--- config.mk ---
export PLATFORM = sky130hd
export DESIGN_NAME = bcc_bridge_cmd
export DESIGN_NICKNAME = d
export VERILOG_FILES = /design/src/shared/bcc_pkg.sv /design/src/core/bcc_bridge_cmd.sv /design/src/core/bcc_flag_bank.sv /design/src/core/bcc_req_gate.sv
export SDC_FILE = /design/constraint.sdc
export NUM_CORES = 1
export LEC_CHECK = 0
export ABC_CLOCK_PERIOD_IN_PS = 1650
export BUFFER_PORTS_ARGS = -buffer_cell sky130_fd_sc_hd__buf_4
export CAP_MARGIN = 20
export CORE_UTILIZATION = 40
export CTS_CLUSTER_SIZE = 24
export DETAILED_ROUTE_END_ITERATION = 16
export PLACE_DENSITY = 0.82
export SYNTH_ARGS = -nofsm -noshare
export SYNTH_HDL_FRONTEND = slang
export SYNTH_SLANG_ARGS = --single-unit
--- constraint.sdc ---
create_clock -name pclk -period 1.65 [get_ports pclk]
set_input_delay 0.165 -clock pclk [delete_from_list [all_inputs] [get_ports pclk]]
set_output_delay 0.165 -clock pclk [all_outputs]
set_load 0.1 [all_outputs]
--- src/shared/bcc_pkg.sv ---
package bcc_pkg;

  // register byte addresses on the apb side
  localparam logic [11:0] CMD_OFFSET      = 12'h004;
  localparam logic [11:0] STS_OFFSET      = 12'h008;
  localparam logic [11:0] IRQ_STS_OFFSET  = 12'h00c;
  localparam logic [11:0] IRQ_MASK_OFFSET = 12'h010;

  // command register field positions
  localparam int unsigned IO_SPACE_EN_BIT  = 0;
  localparam int unsigned MEM_SPACE_EN_BIT = 1;
  localparam int unsigned REQ_FWD_EN_BIT   = 2;
  localparam int unsigned PARITY_RESP_BIT  = 6;
  localparam int unsigned SYS_ERR_EN_BIT   = 8;
  localparam int unsigned LEG_INT_DIS_BIT  = 10;

  // only bits 0,1,2,6,8,10 hold state; all others read as zero
  localparam logic [15:0] CMD_WR_MASK = 16'h0547;
  localparam logic [15:0] CMD_RESET   = 16'h0000;

  // status register field positions
  localparam int unsigned STS_PARITY_FLAG_BIT = 8;
  localparam int unsigned STS_SYS_ERR_BIT     = 14;
  localparam int unsigned STS_W               = 2;

  // interrupt status and mask layout
  localparam int unsigned IRQ_PARITY_BIT = 0;
  localparam int unsigned IRQ_SYS_ERR_BIT = 1;
  localparam int unsigned IRQ_UR_BIT     = 2;
  localparam int unsigned IRQ_W          = 3;
  localparam logic [2:0]  IRQ_MASK_RESET = 3'h0;

  // kind of request arriving from the secondary side
  typedef enum logic [2:0]
  {
    KIND_MEM = 3'h0,
    KIND_IO  = 3'h1,
    KIND_MSI = 3'h2,
    KIND_MSG = 3'h3,
    KIND_CPL = 3'h4,
    KIND_CFG = 3'h5
  } bcc_kind_e;

endpackage : bcc_pkg

--- src/core/bcc_bridge_cmd.sv ---
// Behaviour
// - io space enable clear: no claim of primary io window accesses.
// - memory space enable clear: no claim of memory or prefetch window accesses.
// - forward enable clear: no upstream memory, io or msi requests from below.
// - forward enable clear: non-posted memory, io or msi requests from below get unsupported request.
// - forward enable never blocks completions or other request kinds.
// - parity response set: poisoned completion or write sets parity flag.
// - parity response clear: parity flag is never set.
// - own errors reported when system error enable or device control enables set.
// - nonfatal and fatal messages forwarded upstream only with system error enable.
// - correctable error messages always forwarded upstream.
// - legacy interrupt disable clear negates own interrupt, as printed.
// - legacy interrupt disable has no effect on forwarded interrupts.
// - bits 3, 4 and 5 read-only zero.
// - bits 7, 9 and 15:11 read-only zero.
// - sending fatal or nonfatal message with system error enable sets status bit 14.
//
// The APB register port is this design's own decision.
`timescale 1ns/1ps
module bcc_bridge_cmd
  import bcc_pkg::*;
(
  input  wire logic        pclk,
  input  wire logic        presetn,
  // apb slave
  input  wire logic [11:0] paddr,
  input  wire logic        psel,
  input  wire logic        penable,
  input  wire logic        pwrite,
  input  wire logic [31:0] pwdata,
  input  wire logic [3:0]  pstrb,
  output logic      [31:0] prdata,
  output logic             pready,
  output logic             pslverr,
  // primary side window hits
  input  wire logic        prim_io_hit,
  input  wire logic        prim_mem_hit,
  input  wire logic        prim_pref_hit,
  output logic             io_claim,
  output logic             mem_claim,
  // requests from the secondary side
  input  wire logic        up_req_valid,
  input  wire bcc_kind_e   up_req_kind,
  input  wire logic        up_req_nonposted,
  output logic             up_req_fwd,
  output logic             up_req_ur,
  // poisoned data events
  input  wire logic        poisoned_cpl_rx,
  input  wire logic        poisoned_wr_gen,
  // own error detection and device control enables
  input  wire logic        own_err_nonfatal,
  input  wire logic        own_err_fatal,
  input  wire logic        devctl_nonfatal_en,
  input  wire logic        devctl_fatal_en,
  output logic             own_nonfatal_msg,
  output logic             own_fatal_msg,
  // error messages from the secondary side
  input  wire logic        sec_err_cor,
  input  wire logic        sec_err_nonfatal,
  input  wire logic        sec_err_fatal,
  output logic             fwd_err_cor,
  output logic             fwd_err_nonfatal,
  output logic             fwd_err_fatal,
  // legacy interrupts
  input  wire logic        own_int_req,
  input  wire logic        sec_int_req,
  output logic             own_int_out,
  output logic             sec_int_out,
  output logic             irq
);

  typedef struct packed
  {
    logic [15:0] cmd;
    logic [2:0]  irq_mask;
    logic [31:0] rdata;
    logic        ready;
    logic        slverr;
    logic        own_nf;
    logic        own_fatal;
    logic        fwd_cor;
    logic        fwd_nf;
    logic        fwd_fatal;
    logic        own_int;
    logic        sec_int;
    logic        irq;
  } bcc_top_s;

  bcc_top_s st_ff;
  bcc_top_s nxt_st;

  logic              setup_phase;
  logic              access_done;
  logic              wr_cmd;
  logic              wr_sts;
  logic              wr_irq_sts;
  logic              wr_irq_mask;
  logic              addr_known;
  logic [STS_W-1:0]  sts_set;
  logic [STS_W-1:0]  sts_clr;
  logic [STS_W-1:0]  sts_flags;
  logic [IRQ_W-1:0]  irq_set;
  logic [IRQ_W-1:0]  irq_clr;
  logic [IRQ_W-1:0]  irq_flags;
  logic              nf_msg_now;
  logic              fatal_msg_now;
  logic [31:0]       sts_word;
  logic [31:0]       lane_mask;
  logic [31:0]       cmd_merged;
  logic [31:0]       mask_merged;

  // byte-lane merge shared by the command and mask writes
  function automatic logic [31:0] bcc_lane_merge(input logic [31:0] old_val,
                                                 input logic [31:0] new_val,
                                                 input logic [3:0]  strb);
    logic [31:0] res;
    res = old_val;
    for (int i = 0; i < 4; i++)
    begin
      if (strb[i])
        res[i*8 +: 8] = new_val[i*8 +: 8];
    end
    return res;
  endfunction : bcc_lane_merge

  // expands byte strobes so one-to-clear writes respect lanes too
  function automatic logic [31:0] bcc_lane_mask(input logic [3:0] strb);
    return bcc_lane_merge(32'h0000_0000, 32'hffff_ffff, strb);
  endfunction : bcc_lane_mask

  // zero wait state: pready rises in the cycle after setup
  assign setup_phase = psel & ~penable;
  assign access_done = psel & penable & st_ff.ready;
  assign lane_mask   = bcc_lane_mask(pstrb);

  // lane-merged candidates; cut down to register width where they land
  assign cmd_merged  = bcc_lane_merge({16'h0000, st_ff.cmd}, pwdata, pstrb);
  assign mask_merged = bcc_lane_merge({29'h0000_0000, st_ff.irq_mask}, pwdata, pstrb);

  // address decode, writes land only on the pready edge
  always_comb
  begin
    wr_cmd      = 1'b0;
    wr_sts      = 1'b0;
    wr_irq_sts  = 1'b0;
    wr_irq_mask = 1'b0;
    addr_known  = 1'b1;
    if (paddr == CMD_OFFSET)
      wr_cmd = access_done & pwrite;
    else if (paddr == STS_OFFSET)
      wr_sts = access_done & pwrite;
    else if (paddr == IRQ_STS_OFFSET)
      wr_irq_sts = access_done & pwrite;
    else if (paddr == IRQ_MASK_OFFSET)
      wr_irq_mask = access_done & pwrite;
    else
      addr_known = 1'b0;
  end

  // status word as software sees it
  always_comb
  begin
    sts_word                      = 32'h0000_0000;
    sts_word[STS_PARITY_FLAG_BIT] = sts_flags[0];
    sts_word[STS_SYS_ERR_BIT]     = sts_flags[1];
  end

  // message sends this cycle; own errors need either enable path
  assign nf_msg_now    = (own_err_nonfatal &
                          (st_ff.cmd[SYS_ERR_EN_BIT] | devctl_nonfatal_en)) |
                         (sec_err_nonfatal & st_ff.cmd[SYS_ERR_EN_BIT]);
  assign fatal_msg_now = (own_err_fatal &
                          (st_ff.cmd[SYS_ERR_EN_BIT] | devctl_fatal_en)) |
                         (sec_err_fatal & st_ff.cmd[SYS_ERR_EN_BIT]);

  // status flag events; parity flag locked out while response is off
  always_comb
  begin
    sts_set    = '0;
    sts_set[0] = st_ff.cmd[PARITY_RESP_BIT] &
                 (poisoned_cpl_rx | poisoned_wr_gen);
    sts_set[1] = st_ff.cmd[SYS_ERR_EN_BIT] & (nf_msg_now | fatal_msg_now);
    sts_clr    = '0;
    sts_clr[0] = wr_sts & pwdata[STS_PARITY_FLAG_BIT] &
                 lane_mask[STS_PARITY_FLAG_BIT];
    sts_clr[1] = wr_sts & pwdata[STS_SYS_ERR_BIT] & lane_mask[STS_SYS_ERR_BIT];
  end

  // interrupt events follow the same flag sets plus ur answers
  always_comb
  begin
    irq_set                  = '0;
    irq_set[IRQ_PARITY_BIT]  = sts_set[0];
    irq_set[IRQ_SYS_ERR_BIT] = sts_set[1];
    irq_set[IRQ_UR_BIT]      = up_req_ur;
    irq_clr                  = '0;
    if (wr_irq_sts)
      irq_clr = pwdata[IRQ_W-1:0] & lane_mask[IRQ_W-1:0];
  end

  bcc_flag_bank #(
    .W (STS_W)
  ) u_sts_flags (
    .pclk      (pclk),
    .presetn   (presetn),
    .set_pulse (sts_set),
    .clr_pulse (sts_clr),
    .flags     (sts_flags)
  );

  bcc_flag_bank #(
    .W (IRQ_W)
  ) u_irq_flags (
    .pclk      (pclk),
    .presetn   (presetn),
    .set_pulse (irq_set),
    .clr_pulse (irq_clr),
    .flags     (irq_flags)
  );

  // window claims and upstream gating share the registered command bits
  bcc_req_gate u_req_gate (
    .pclk                   (pclk),
    .presetn                (presetn),
    .io_space_enable        (st_ff.cmd[IO_SPACE_EN_BIT]),
    .memory_space_enable    (st_ff.cmd[MEM_SPACE_EN_BIT]),
    .request_forward_enable (st_ff.cmd[REQ_FWD_EN_BIT]),
    .prim_io_hit            (prim_io_hit),
    .prim_mem_hit           (prim_mem_hit),
    .prim_pref_hit          (prim_pref_hit),
    .up_req_valid           (up_req_valid),
    .up_req_kind            (up_req_kind),
    .up_req_nonposted       (up_req_nonposted),
    .io_claim               (io_claim),
    .mem_claim              (mem_claim),
    .up_req_fwd             (up_req_fwd),
    .up_req_ur              (up_req_ur)
  );

  // next state of bus answer, command bits and side outputs
  always_comb
  begin
    nxt_st        = st_ff;
    nxt_st.ready  = setup_phase;
    nxt_st.slverr = setup_phase & ~addr_known;
    nxt_st.rdata  = 32'h0000_0000;
    // read data is prepared during setup so it stands for the access cycle
    if (setup_phase && !pwrite)
    begin
      if (paddr == CMD_OFFSET)
        nxt_st.rdata = {16'h0000, st_ff.cmd & CMD_WR_MASK};
      else if (paddr == STS_OFFSET)
        nxt_st.rdata = sts_word;
      else if (paddr == IRQ_STS_OFFSET)
        nxt_st.rdata = {29'h0000_0000, irq_flags};
      else if (paddr == IRQ_MASK_OFFSET)
        nxt_st.rdata = {29'h0000_0000, st_ff.irq_mask};
      else
        nxt_st.rdata = 32'h0000_0000;
    end
    // writes to fixed-zero bits are dropped by the mask
    if (wr_cmd)
      nxt_st.cmd = cmd_merged[15:0] & CMD_WR_MASK;
    if (wr_irq_mask)
      nxt_st.irq_mask = mask_merged[IRQ_W-1:0];
    nxt_st.own_nf    = nf_msg_now & own_err_nonfatal &
                       (st_ff.cmd[SYS_ERR_EN_BIT] | devctl_nonfatal_en);
    nxt_st.own_fatal = own_err_fatal &
                       (st_ff.cmd[SYS_ERR_EN_BIT] | devctl_fatal_en);
    nxt_st.fwd_cor   = sec_err_cor;
    nxt_st.fwd_nf    = sec_err_nonfatal & st_ff.cmd[SYS_ERR_EN_BIT];
    nxt_st.fwd_fatal = sec_err_fatal & st_ff.cmd[SYS_ERR_EN_BIT];
    // polarity kept as printed: a clear bit negates our own interrupt
    nxt_st.own_int   = own_int_req & st_ff.cmd[LEG_INT_DIS_BIT];
    nxt_st.sec_int   = sec_int_req;
    nxt_st.irq       = |(irq_flags & st_ff.irq_mask);
  end

  // single register stage for all top state; reset clears writable bits
  always_ff @(posedge pclk or negedge presetn)
  begin
    if (!presetn)
    begin
      st_ff          <= '0;
      st_ff.cmd      <= CMD_RESET;
      st_ff.irq_mask <= IRQ_MASK_RESET;
    end
    else
    begin
      st_ff <= nxt_st;
    end
  end

  // every output below is a flip-flop
  assign prdata           = st_ff.rdata;
  assign pready           = st_ff.ready;
  assign pslverr          = st_ff.slverr;
  assign own_nonfatal_msg = st_ff.own_nf;
  assign own_fatal_msg    = st_ff.own_fatal;
  assign fwd_err_cor      = st_ff.fwd_cor;
  assign fwd_err_nonfatal = st_ff.fwd_nf;
  assign fwd_err_fatal    = st_ff.fwd_fatal;
  assign own_int_out      = st_ff.own_int;
  assign sec_int_out      = st_ff.sec_int;
  assign irq              = st_ff.irq;

endmodule : bcc_bridge_cmd

--- src/core/bcc_flag_bank.sv ---
`timescale 1ns/1ps
module bcc_flag_bank
  import bcc_pkg::*;
#(
  parameter int unsigned W = 2
)
(
  input  wire logic         pclk,
  input  wire logic         presetn,
  input  wire logic [W-1:0] set_pulse,
  input  wire logic [W-1:0] clr_pulse,
  output logic      [W-1:0] flags
);

  typedef struct packed
  {
    logic [W-1:0] q;
  } bcc_flag_s;

  bcc_flag_s st_ff;
  bcc_flag_s nxt_st;

  // sticky flags; a set in the clearing cycle wins so no event is lost
  always_comb
  begin
    nxt_st   = st_ff;
    nxt_st.q = (st_ff.q & ~clr_pulse) | set_pulse;
  end

  always_ff @(posedge pclk or negedge presetn)
  begin
    if (!presetn)
      st_ff <= '0;
    else
      st_ff <= nxt_st;
  end

  assign flags = st_ff.q;

endmodule : bcc_flag_bank

--- src/core/bcc_req_gate.sv ---
`timescale 1ns/1ps
module bcc_req_gate
  import bcc_pkg::*;
(
  input  wire logic      pclk,
  input  wire logic      presetn,
  input  wire logic      io_space_enable,
  input  wire logic      memory_space_enable,
  input  wire logic      request_forward_enable,
  input  wire logic      prim_io_hit,
  input  wire logic      prim_mem_hit,
  input  wire logic      prim_pref_hit,
  input  wire logic      up_req_valid,
  input  wire bcc_kind_e up_req_kind,
  input  wire logic      up_req_nonposted,
  output logic           io_claim,
  output logic           mem_claim,
  output logic           up_req_fwd,
  output logic           up_req_ur
);

  typedef struct packed
  {
    logic io_claim;
    logic mem_claim;
    logic fwd;
    logic ur;
  } bcc_gate_s;

  bcc_gate_s st_ff;
  bcc_gate_s nxt_st;
  logic      gated_kind;

  // memory, io and msi requests are the only kinds the forward enable stops
  assign gated_kind = (up_req_kind == KIND_MEM) || (up_req_kind == KIND_IO) ||
                      (up_req_kind == KIND_MSI);

  always_comb
  begin
    nxt_st           = st_ff;
    nxt_st.io_claim  = prim_io_hit & io_space_enable;
    nxt_st.mem_claim = (prim_mem_hit | prim_pref_hit) & memory_space_enable;
    // completions, messages and config pass regardless
    nxt_st.fwd       = up_req_valid & (request_forward_enable | ~gated_kind);
    nxt_st.ur        = up_req_valid & gated_kind & up_req_nonposted &
                       ~request_forward_enable;
  end

  always_ff @(posedge pclk or negedge presetn)
  begin
    if (!presetn)
      st_ff <= '0;
    else
      st_ff <= nxt_st;
  end

  assign io_claim   = st_ff.io_claim;
  assign mem_claim  = st_ff.mem_claim;
  assign up_req_fwd = st_ff.fwd;
  assign up_req_ur  = st_ff.ur;

endmodule : bcc_req_gate

==> impl_metrics.py, run 1 <==
metrics = {
    "outcome": {
        "status": "finished, final reports clean",
    },
    "synthesis": {
        "ys_ff_latch": 35,
        "netlist.area_leader.share_pct": 52.2,
        "syn_avg_cell_area_sq_um": 11.3,
        "netlist_instances": 149,
        "synth_top_family_by_area": "simple AND/OR/NAND/NOR gates",
        "ys_types": 30,
        "synthSimpleGateAreaFrac_pct": 17.3,
        "synth_edf_count": 0,
        "synth.area.mux_share_pct": 6.04,
        "synth_async_sr_flop_share_pct": 100,
        "synth-main-ff-cell": "dfrtp_1",
        "yosys.area_share.xor_xnor_pct": 0.522,
        "synth_most_common_cell": "dfrtp_1",
        "synth_fa_ha_area_share_pct": 0,
        "synth_area_sq_um": 1680,
        "yosysTopAreaCell": "dfrtp_1",
        "ys_top_cells_by_count": "dfrtp_1, buf_4, mux2_2",
        "ys_seq_area_share_pct": 52.2,
        "synth_area_leaders": "dfrtp_1, buf_4, mux2_2",
        "yosysWarnings": 0,
        "synth-compound-area-share_pct": 8.57,
    },
    "sta": {
        "worst_slew_pin_slew_ns": 0.556,
        "tns_ns": 0,
        "rsz0062_at_grt": "false",
        "drv_slew": 0,
        "whs_ns": 0.0898,
        "fmax_ghz": 0.643,
        "setup_viol": 0,
        "finClkSkew_ns": 0.00537,
        "slew_headroom_pct": 62.9,
        "fin_crit_sh_pct": 94.2,
        "post-route-min-period_ns": 1.56,
        "finalHoldViolCount": 0,
    },
    "job": {
        "cap_violations": 0,
    },
    "finish": {
        "fin_area_sq_um": 2280,
        "antenna_cells": 0,
        "register_area_sq_um": 880,
        "fill_cells": 377,
        "final_util_pct": 56.6,
        "nNetsFinal": 289,
        "multi_input_area_sq_um": 652,
        "drive_gt1_share_pct": 42.7,
        "syn2layout_area_growth_pct": 35.7,
    },
    "setup_path": {
        "cp_num_buf_inv": 1,
        "startpoint_type": "register",
        "crit_arrival_ns": 1.72,
        "endpoint_kind": "register",
        "cp.required_ns": 1.81,
        "slowest_delay_ns": 0.41,
        "crit_slowest_cell": "dfrtp_4",
        "cp_max_fo": 5,
        "worstSetupPathType": "reg2reg",
        "worstPathCellList": "and4_4 -> nand2_2 -> nor4_4 -> buf_4 -> mux2_2",
        "crit_family": "simple AND/OR/NAND/NOR gates",
    },
    "floorplan": {
        "ios": 118,
        "core_sq_um": 4030,
        "fp.dieW_um": 66.8,
        "start_util_pct": 41.7,
        "die_h_um": 66.8,
        "die_area_sq_um": 4460,
        "row_count": 23,
    },
    "clocking": {
        "tritoncts.num_buffers": 5,
        "h-tree-depth": 2,
        "clock_sinks": 35,
        "clk_pin_slew_ns": 0.07,
        "clk_latency_ns": 0.28,
        "clockBufferDepth": 2,
        "tritoncts": "built",
        "cts-root-buf": "clkbuf_8",
    },
    "global_route": {
        "grtUsageMet2_pct": 26.5,
        "grt_pass1_vias": 1175,
        "grt_pass1_wl_mm": 5.26,
        "grt_util_all_layers_pct": 16.0,
        "gr-total-overflow": 0,
        "grtUsageMet3_pct": 3.60,
        "met1_usage_pct": 20.0,
        "antenna_found_initial": 0,
        "grt_max_degree": 36,
        "busiest_layer": "met2",
    },
    "power_and_ir_drop": {
        "peakVddDrop_v": 0.000338,
        "combPwrFrac_pct": 21.7,
        "swShare_pct": 30.9,
        "p_leak_nw": 1.17,
        "p_seq_share_pct": 38.4,
        "power_density_nw_per_um2": 998,
        "switchingPower_w": 0.000703,
        "p_int_w": 0.00157,
        "clkPwrFrac_pct": 39.9,
    },
    "detailed_routing": {
        "wl_per_cell_um": 12.4,
        "firstDrtPassIters": 4,
        "drtIter0Drc": 91,
        "vias": 1248,
        "wirelength_mm": 3.31,
        "drc": 0,
        "ant_nets": 0,
        "viasPerCell": 4.66,
    },
    "hold_path": {
        "hold_class": "in2reg",
    },
    "placement": {
        "port_buffers": 65,
        "postPlaceCellArea_sq_um": 2110,
        "hpwlAfterDp_mm": 2.58,
        "gp_congestion": 0.808,
    },
}
[sequential cells by signal, indices dropped and copies added, names as in the netlist]
name,cells
fwd_err_cor,1
fwd_err_fatal,1
fwd_err_nonfatal,1
irq,1
own_fatal_msg,1
own_int_out,1
own_nonfatal_msg,1
prdata,7
pready,1
pslverr,1
sec_int_out,1
st_ff,9
u_irq_flags.flags,3
u_req_gate.io_claim,1
u_req_gate.mem_claim,1
u_req_gate.up_req_fwd,1
u_req_gate.up_req_ur,1
u_sts_flags.flags,2
[repair_timing]
action	in CTS	in global routing
resized for setup	0	0
hold buffers	3	0
endpoints found under the hold margin	37	0
setup buffers	0	0
[cells by family (layout without fill, tap and decap cells)]
kind of cell	after synthesis	count (layout)
XOR/XNOR	1	1
AO/OA/AOI/OAI	21	21
other	1	25
multiplexers	9	9
flip-flops	35	35
buffers and inverters	36	81
AND/OR/NAND/NOR	46	46
[cells in the final DEF (no fill, tap or decap), types with 2 or more instances in the layout]
| cell type | n |
|---|---|
| o21ai_0 | 8 |
| nand2_1 | 6 |
| a211oi_1 | 3 |
| inv_1 | 2 |
| nor4_4 | 2 |
| and2_1 | 4 |
| dlygate4sd3_1 | 3 |
| a221oi_1 | 2 |
| nor3_1 | 2 |
| nand2b_1 | 3 |
| o21a_1 | 4 |
| nor2_1 | 7 |
| and3_1 | 4 |
| dfrtp_1 | 34 |
| conb_1 | 25 |
| bufinv_16 | 2 |
| clkbuf_8 | 5 |
| nor2b_1 | 3 |
| buf_4 | 68 |
| nand3_1 | 4 |
| nand4_1 | 3 |
| mux2_2 | 8 |
| a22oi_1 | 2 |
[worst reg2reg max path, stage by stage, from the launching register on]
cell	delay [ns]
dfrtp_4	0.41
and4_4	0.26
nand2_2	0.09
nor4_4	0.16
buf_4	0.18
mux2_2	0.33
[cell type report]
class / instances / area share [%]
multi-input combinational: 102 / 28.6
clock inverter: 3 / 2.97
inverter: 2 / 0.329
tap: 50 / 2.75
timing repair buffer: 71 / 23.7
sequential: 35 / 38.6
clock buffer: 5 / 3.02
[final timing paths]
check | startpoint | end | slack [ns] | depth (start not counted)
max reg2reg | pready | st_ff[46] | 0.09 | 5
max in group asynchronous | presetn | pready | 0.94 | 2
max | pready | st_ff[46] | 0.09 | 5
min reg2reg | u_req_gate.up_req_ur | u_irq_flags.flags[2] | 0.48 | 1
min in group asynchronous | presetn | st_ff[51] | 0.37 | 2
min | prim_mem_hit | u_req_gate.mem_claim | 0.09 | 2
[stage by stage]
| stage | setup slack (ns) | power (W) | cells |
|---|---|---|---|
| after detailed placement | -0.106 | 0.00138 | 257 |
| after global routing | 0.0307 | 0.00235 | 268 |
| after floorplan | -0.0447 | 0.00129 | 173 |
| after global placement | -0.0982 | 0.00138 | 257 |
| after CTS | 0.0903 | 0.00229 | 268 |
| final | 0.0950 | 0.00227 | 268 |
[power by group through the flow]
stage / sequential, W / clock (W) / combinational, W
floorplan: 0.000963 / 0 / 0.000326
global placement: 0.000889 / 0 / 0.000486
detailed placement: 0.000889 / 0 / 0.000489
CTS: 0.000872 / 0.000926 / 0.000495
global route: 0.000873 / 0.000960 / 0.000516
finish: 0.000872 / 0.000908 / 0.000494
[layer usage]
layer | vias up | wire (um)
met2 | 58 | 1710
met3 | 5 | 232
met4 | 0 | 40
met1 | 587 | 1330
met5 | - | 0
li1 | 598 | -
(Power assumes the default switching activity.)
==> run 2, diff against run 1 <==
--- a/config.mk
+++ b/config.mk
@@ -11,6 +11,7 @@
 export CORE_UTILIZATION = 40
 export CTS_CLUSTER_SIZE = 24
 export DETAILED_ROUTE_END_ITERATION = 16
+export GPL_ROUTABILITY_DRIVEN = 0
 export PLACE_DENSITY = 0.82
 export SYNTH_ARGS = -nofsm -noshare
 export SYNTH_HDL_FRONTEND = slang
==> constraint.sdc (replaced) <==
create_clock -name pclk -period 1.65 [get_ports pclk]
set_input_delay 0.33 -clock pclk [delete_from_list [all_inputs] [get_ports pclk]]
set_output_delay 0.33 -clock pclk [all_outputs]
set_load 0.1 [all_outputs]
==> impl_metrics.py, run 2 (synthesized netlist as in run 1, its figures left out) <==
metrics = {
    "finish": {
        "fin_area_sq_um": 2290,
        "largest_reg_flops": 9,
        "regMostFlops": "st_ff",
        "syn2layout_area_growth_pct": 36.3,
        "drive_gt1_share_pct": 44.8,
        "antenna_cells": 0,
        "final_util_pct": 56.8,
        "nNetsFinal": 292,
        "final_common_cell": "buf_4",
        "final_cell_mix": "buf_4, dfrtp_1, conb_1, o21ai_0",
    },
    "placement": {
        "port_buffers": 65,
        "hpwlAfterDp_mm": 2.53,
        "postPlaceCellArea_sq_um": 2150,
    },
    "sta": {
        "finalHoldViolCount": 0,
        "drv_slew": 0,
        "fin_crit_sh_pct": 95.7,
        "setup_viol": 0,
        "tns_ns": 0,
        "worst_slew_pin_slew_ns": 0.492,
        "rsz0062_at_grt": "false",
        "slew_headroom_pct": 66.8,
        "finClkSkew_ns": 0.0108,
        "post-route-min-period_ns": 1.58,
        "fmax_ghz": 0.633,
    },
    "floorplan": {
        "start_util_pct": 41.7,
        "core_sq_um": 4030,
        "die_h_um": 66.8,
        "fp.dieW_um": 66.8,
        "die_area_sq_um": 4460,
        "row_count": 23,
        "ios": 118,
    },
    "global_route": {
        "grt_pass1_wl_mm": 5.37,
        "gr-total-overflow": 0,
        "grt_util_all_layers_pct": 16.7,
        "antenna_found_initial": 0,
        "grt_max_degree": 36,
        "grt_pass1_vias": 1165,
    },
    "clocking": {
        "postCtsSetupBuffers": 0,
        "tritoncts": "built",
        "cts-root-buf": "clkbuf_8",
        "h-tree-depth": 2,
        "clk_pin_slew_ns": 0.07,
        "clk_latency_ns": 0.29,
        "clockBufferDepth": 2,
        "clock_sinks": 35,
        "tritoncts.num_buffers": 5,
    },
    "job": {
        "cap_violations": 0,
    },
    "detailed_routing": {
        "wl_per_cell_um": 12.1,
        "viasPerCell": 4.66,
        "ant_nets": 0,
        "firstDrtPassIters": 4,
        "vias": 1264,
        "wirelength_mm": 3.27,
        "drtIter0Drc": 58,
        "drc": 0,
    },
    "setup_path": {
        "crit_arrival_ns": 1.76,
        "worstSetupPathType": "in2reg",
        "cp_num_buf_inv": 2,
        "worstPathCellList": "buf_4 -> nor4_4 -> nand3_4 -> nor4_4 -> buf_4 -> mux2_2",
        "crit_family": "simple AND/OR/NAND/NOR gates",
        "endpoint_kind": "register",
        "startpoint_type": "input port",
        "cp.required_ns": 1.83,
        "crit_slowest_cell": "nor4_4",
        "slowest_delay_ns": 0.34,
        "cp_max_fo": 6,
    },
    "power_and_ir_drop": {
        "power_w": 0.00214,
        "p_leak_nw": 1.18,
        "peakVddDrop_v": 0.000352,
        "power_density_nw_per_um2": 934,
    },
    "outcome": {
        "status": "finished, final reports clean",
    },
    "hold_path": {
        "hold_class": "in2reg",
    },
}
[run 2: cell count changes in the layout (fill, tap and decap cells not counted), sizes merged]
cell,before,now
buf,68,73
clkinv,0,2
bufinv,2,1
clkinvlp,1,0
dlygate4sd3,3,1
[run 2: final timing paths]
kind | start | endpoint | slack, ns | cells after the start
max in group asynchronous | presetn | pready | 0.78 | 2
max | paddr[8] | st_ff[47] | 0.07 | 6
min in group asynchronous | presetn | st_ff[51] | 0.53 | 2
max reg2reg | pready | st_ff[47] | 0.09 | 5
min reg2reg | u_req_gate.up_req_ur | u_irq_flags.flags[2] | 0.49 | 1
min | sec_int_req | sec_int_out | 0.15 | 1
[run 2: layout make-up]
cell class / count / area (sq um)
clock buffers: 5 / 68.8
clock inverters: 3 / 43.8
fillers: 365 / 1740
inverters: 2 / 7.51
multi-input cells: 102 / 668
flip-flops and latches: 35 / 880
well taps: 50 / 62.6
repair buffers: 74 / 558
[run 2: stage by stage]
stage          cells  hold slack [ns]  setup slack (ns)
3_5_place_dp     262            0.301            -0.277
5_1_grt          271            0.138            0.0194
3_3_place_gp     262            0.302            -0.268
2_1_floorplan    173           0.0344           -0.0447
4_1_cts          271            0.142            0.0229
6_report         271            0.147            0.0714
[run 2: what timing repair did]
item / in CTS / in global routing
hold buffers: 1 / 0
hold endpoints to repair: 35 / 0
setup endpoints to repair: 0 / 3
gates resized for setup: 0 / 3
[run 2: where the power goes]
group / switching [W] / internal, W
logic: 0.000396 / 0.000103
clock network: 0.000316 / 0.000449
registers: 0.00000379 / 0.000869
[run 2: routing by layer]
metal	track usage (%)	up-vias	share of wire, %
met3	5.65	5	6.8
met2	26.9	58	51
li1	-	603	-
met1	20.4	598	40
met4	6.38	0	1.8
met5	0	-	0
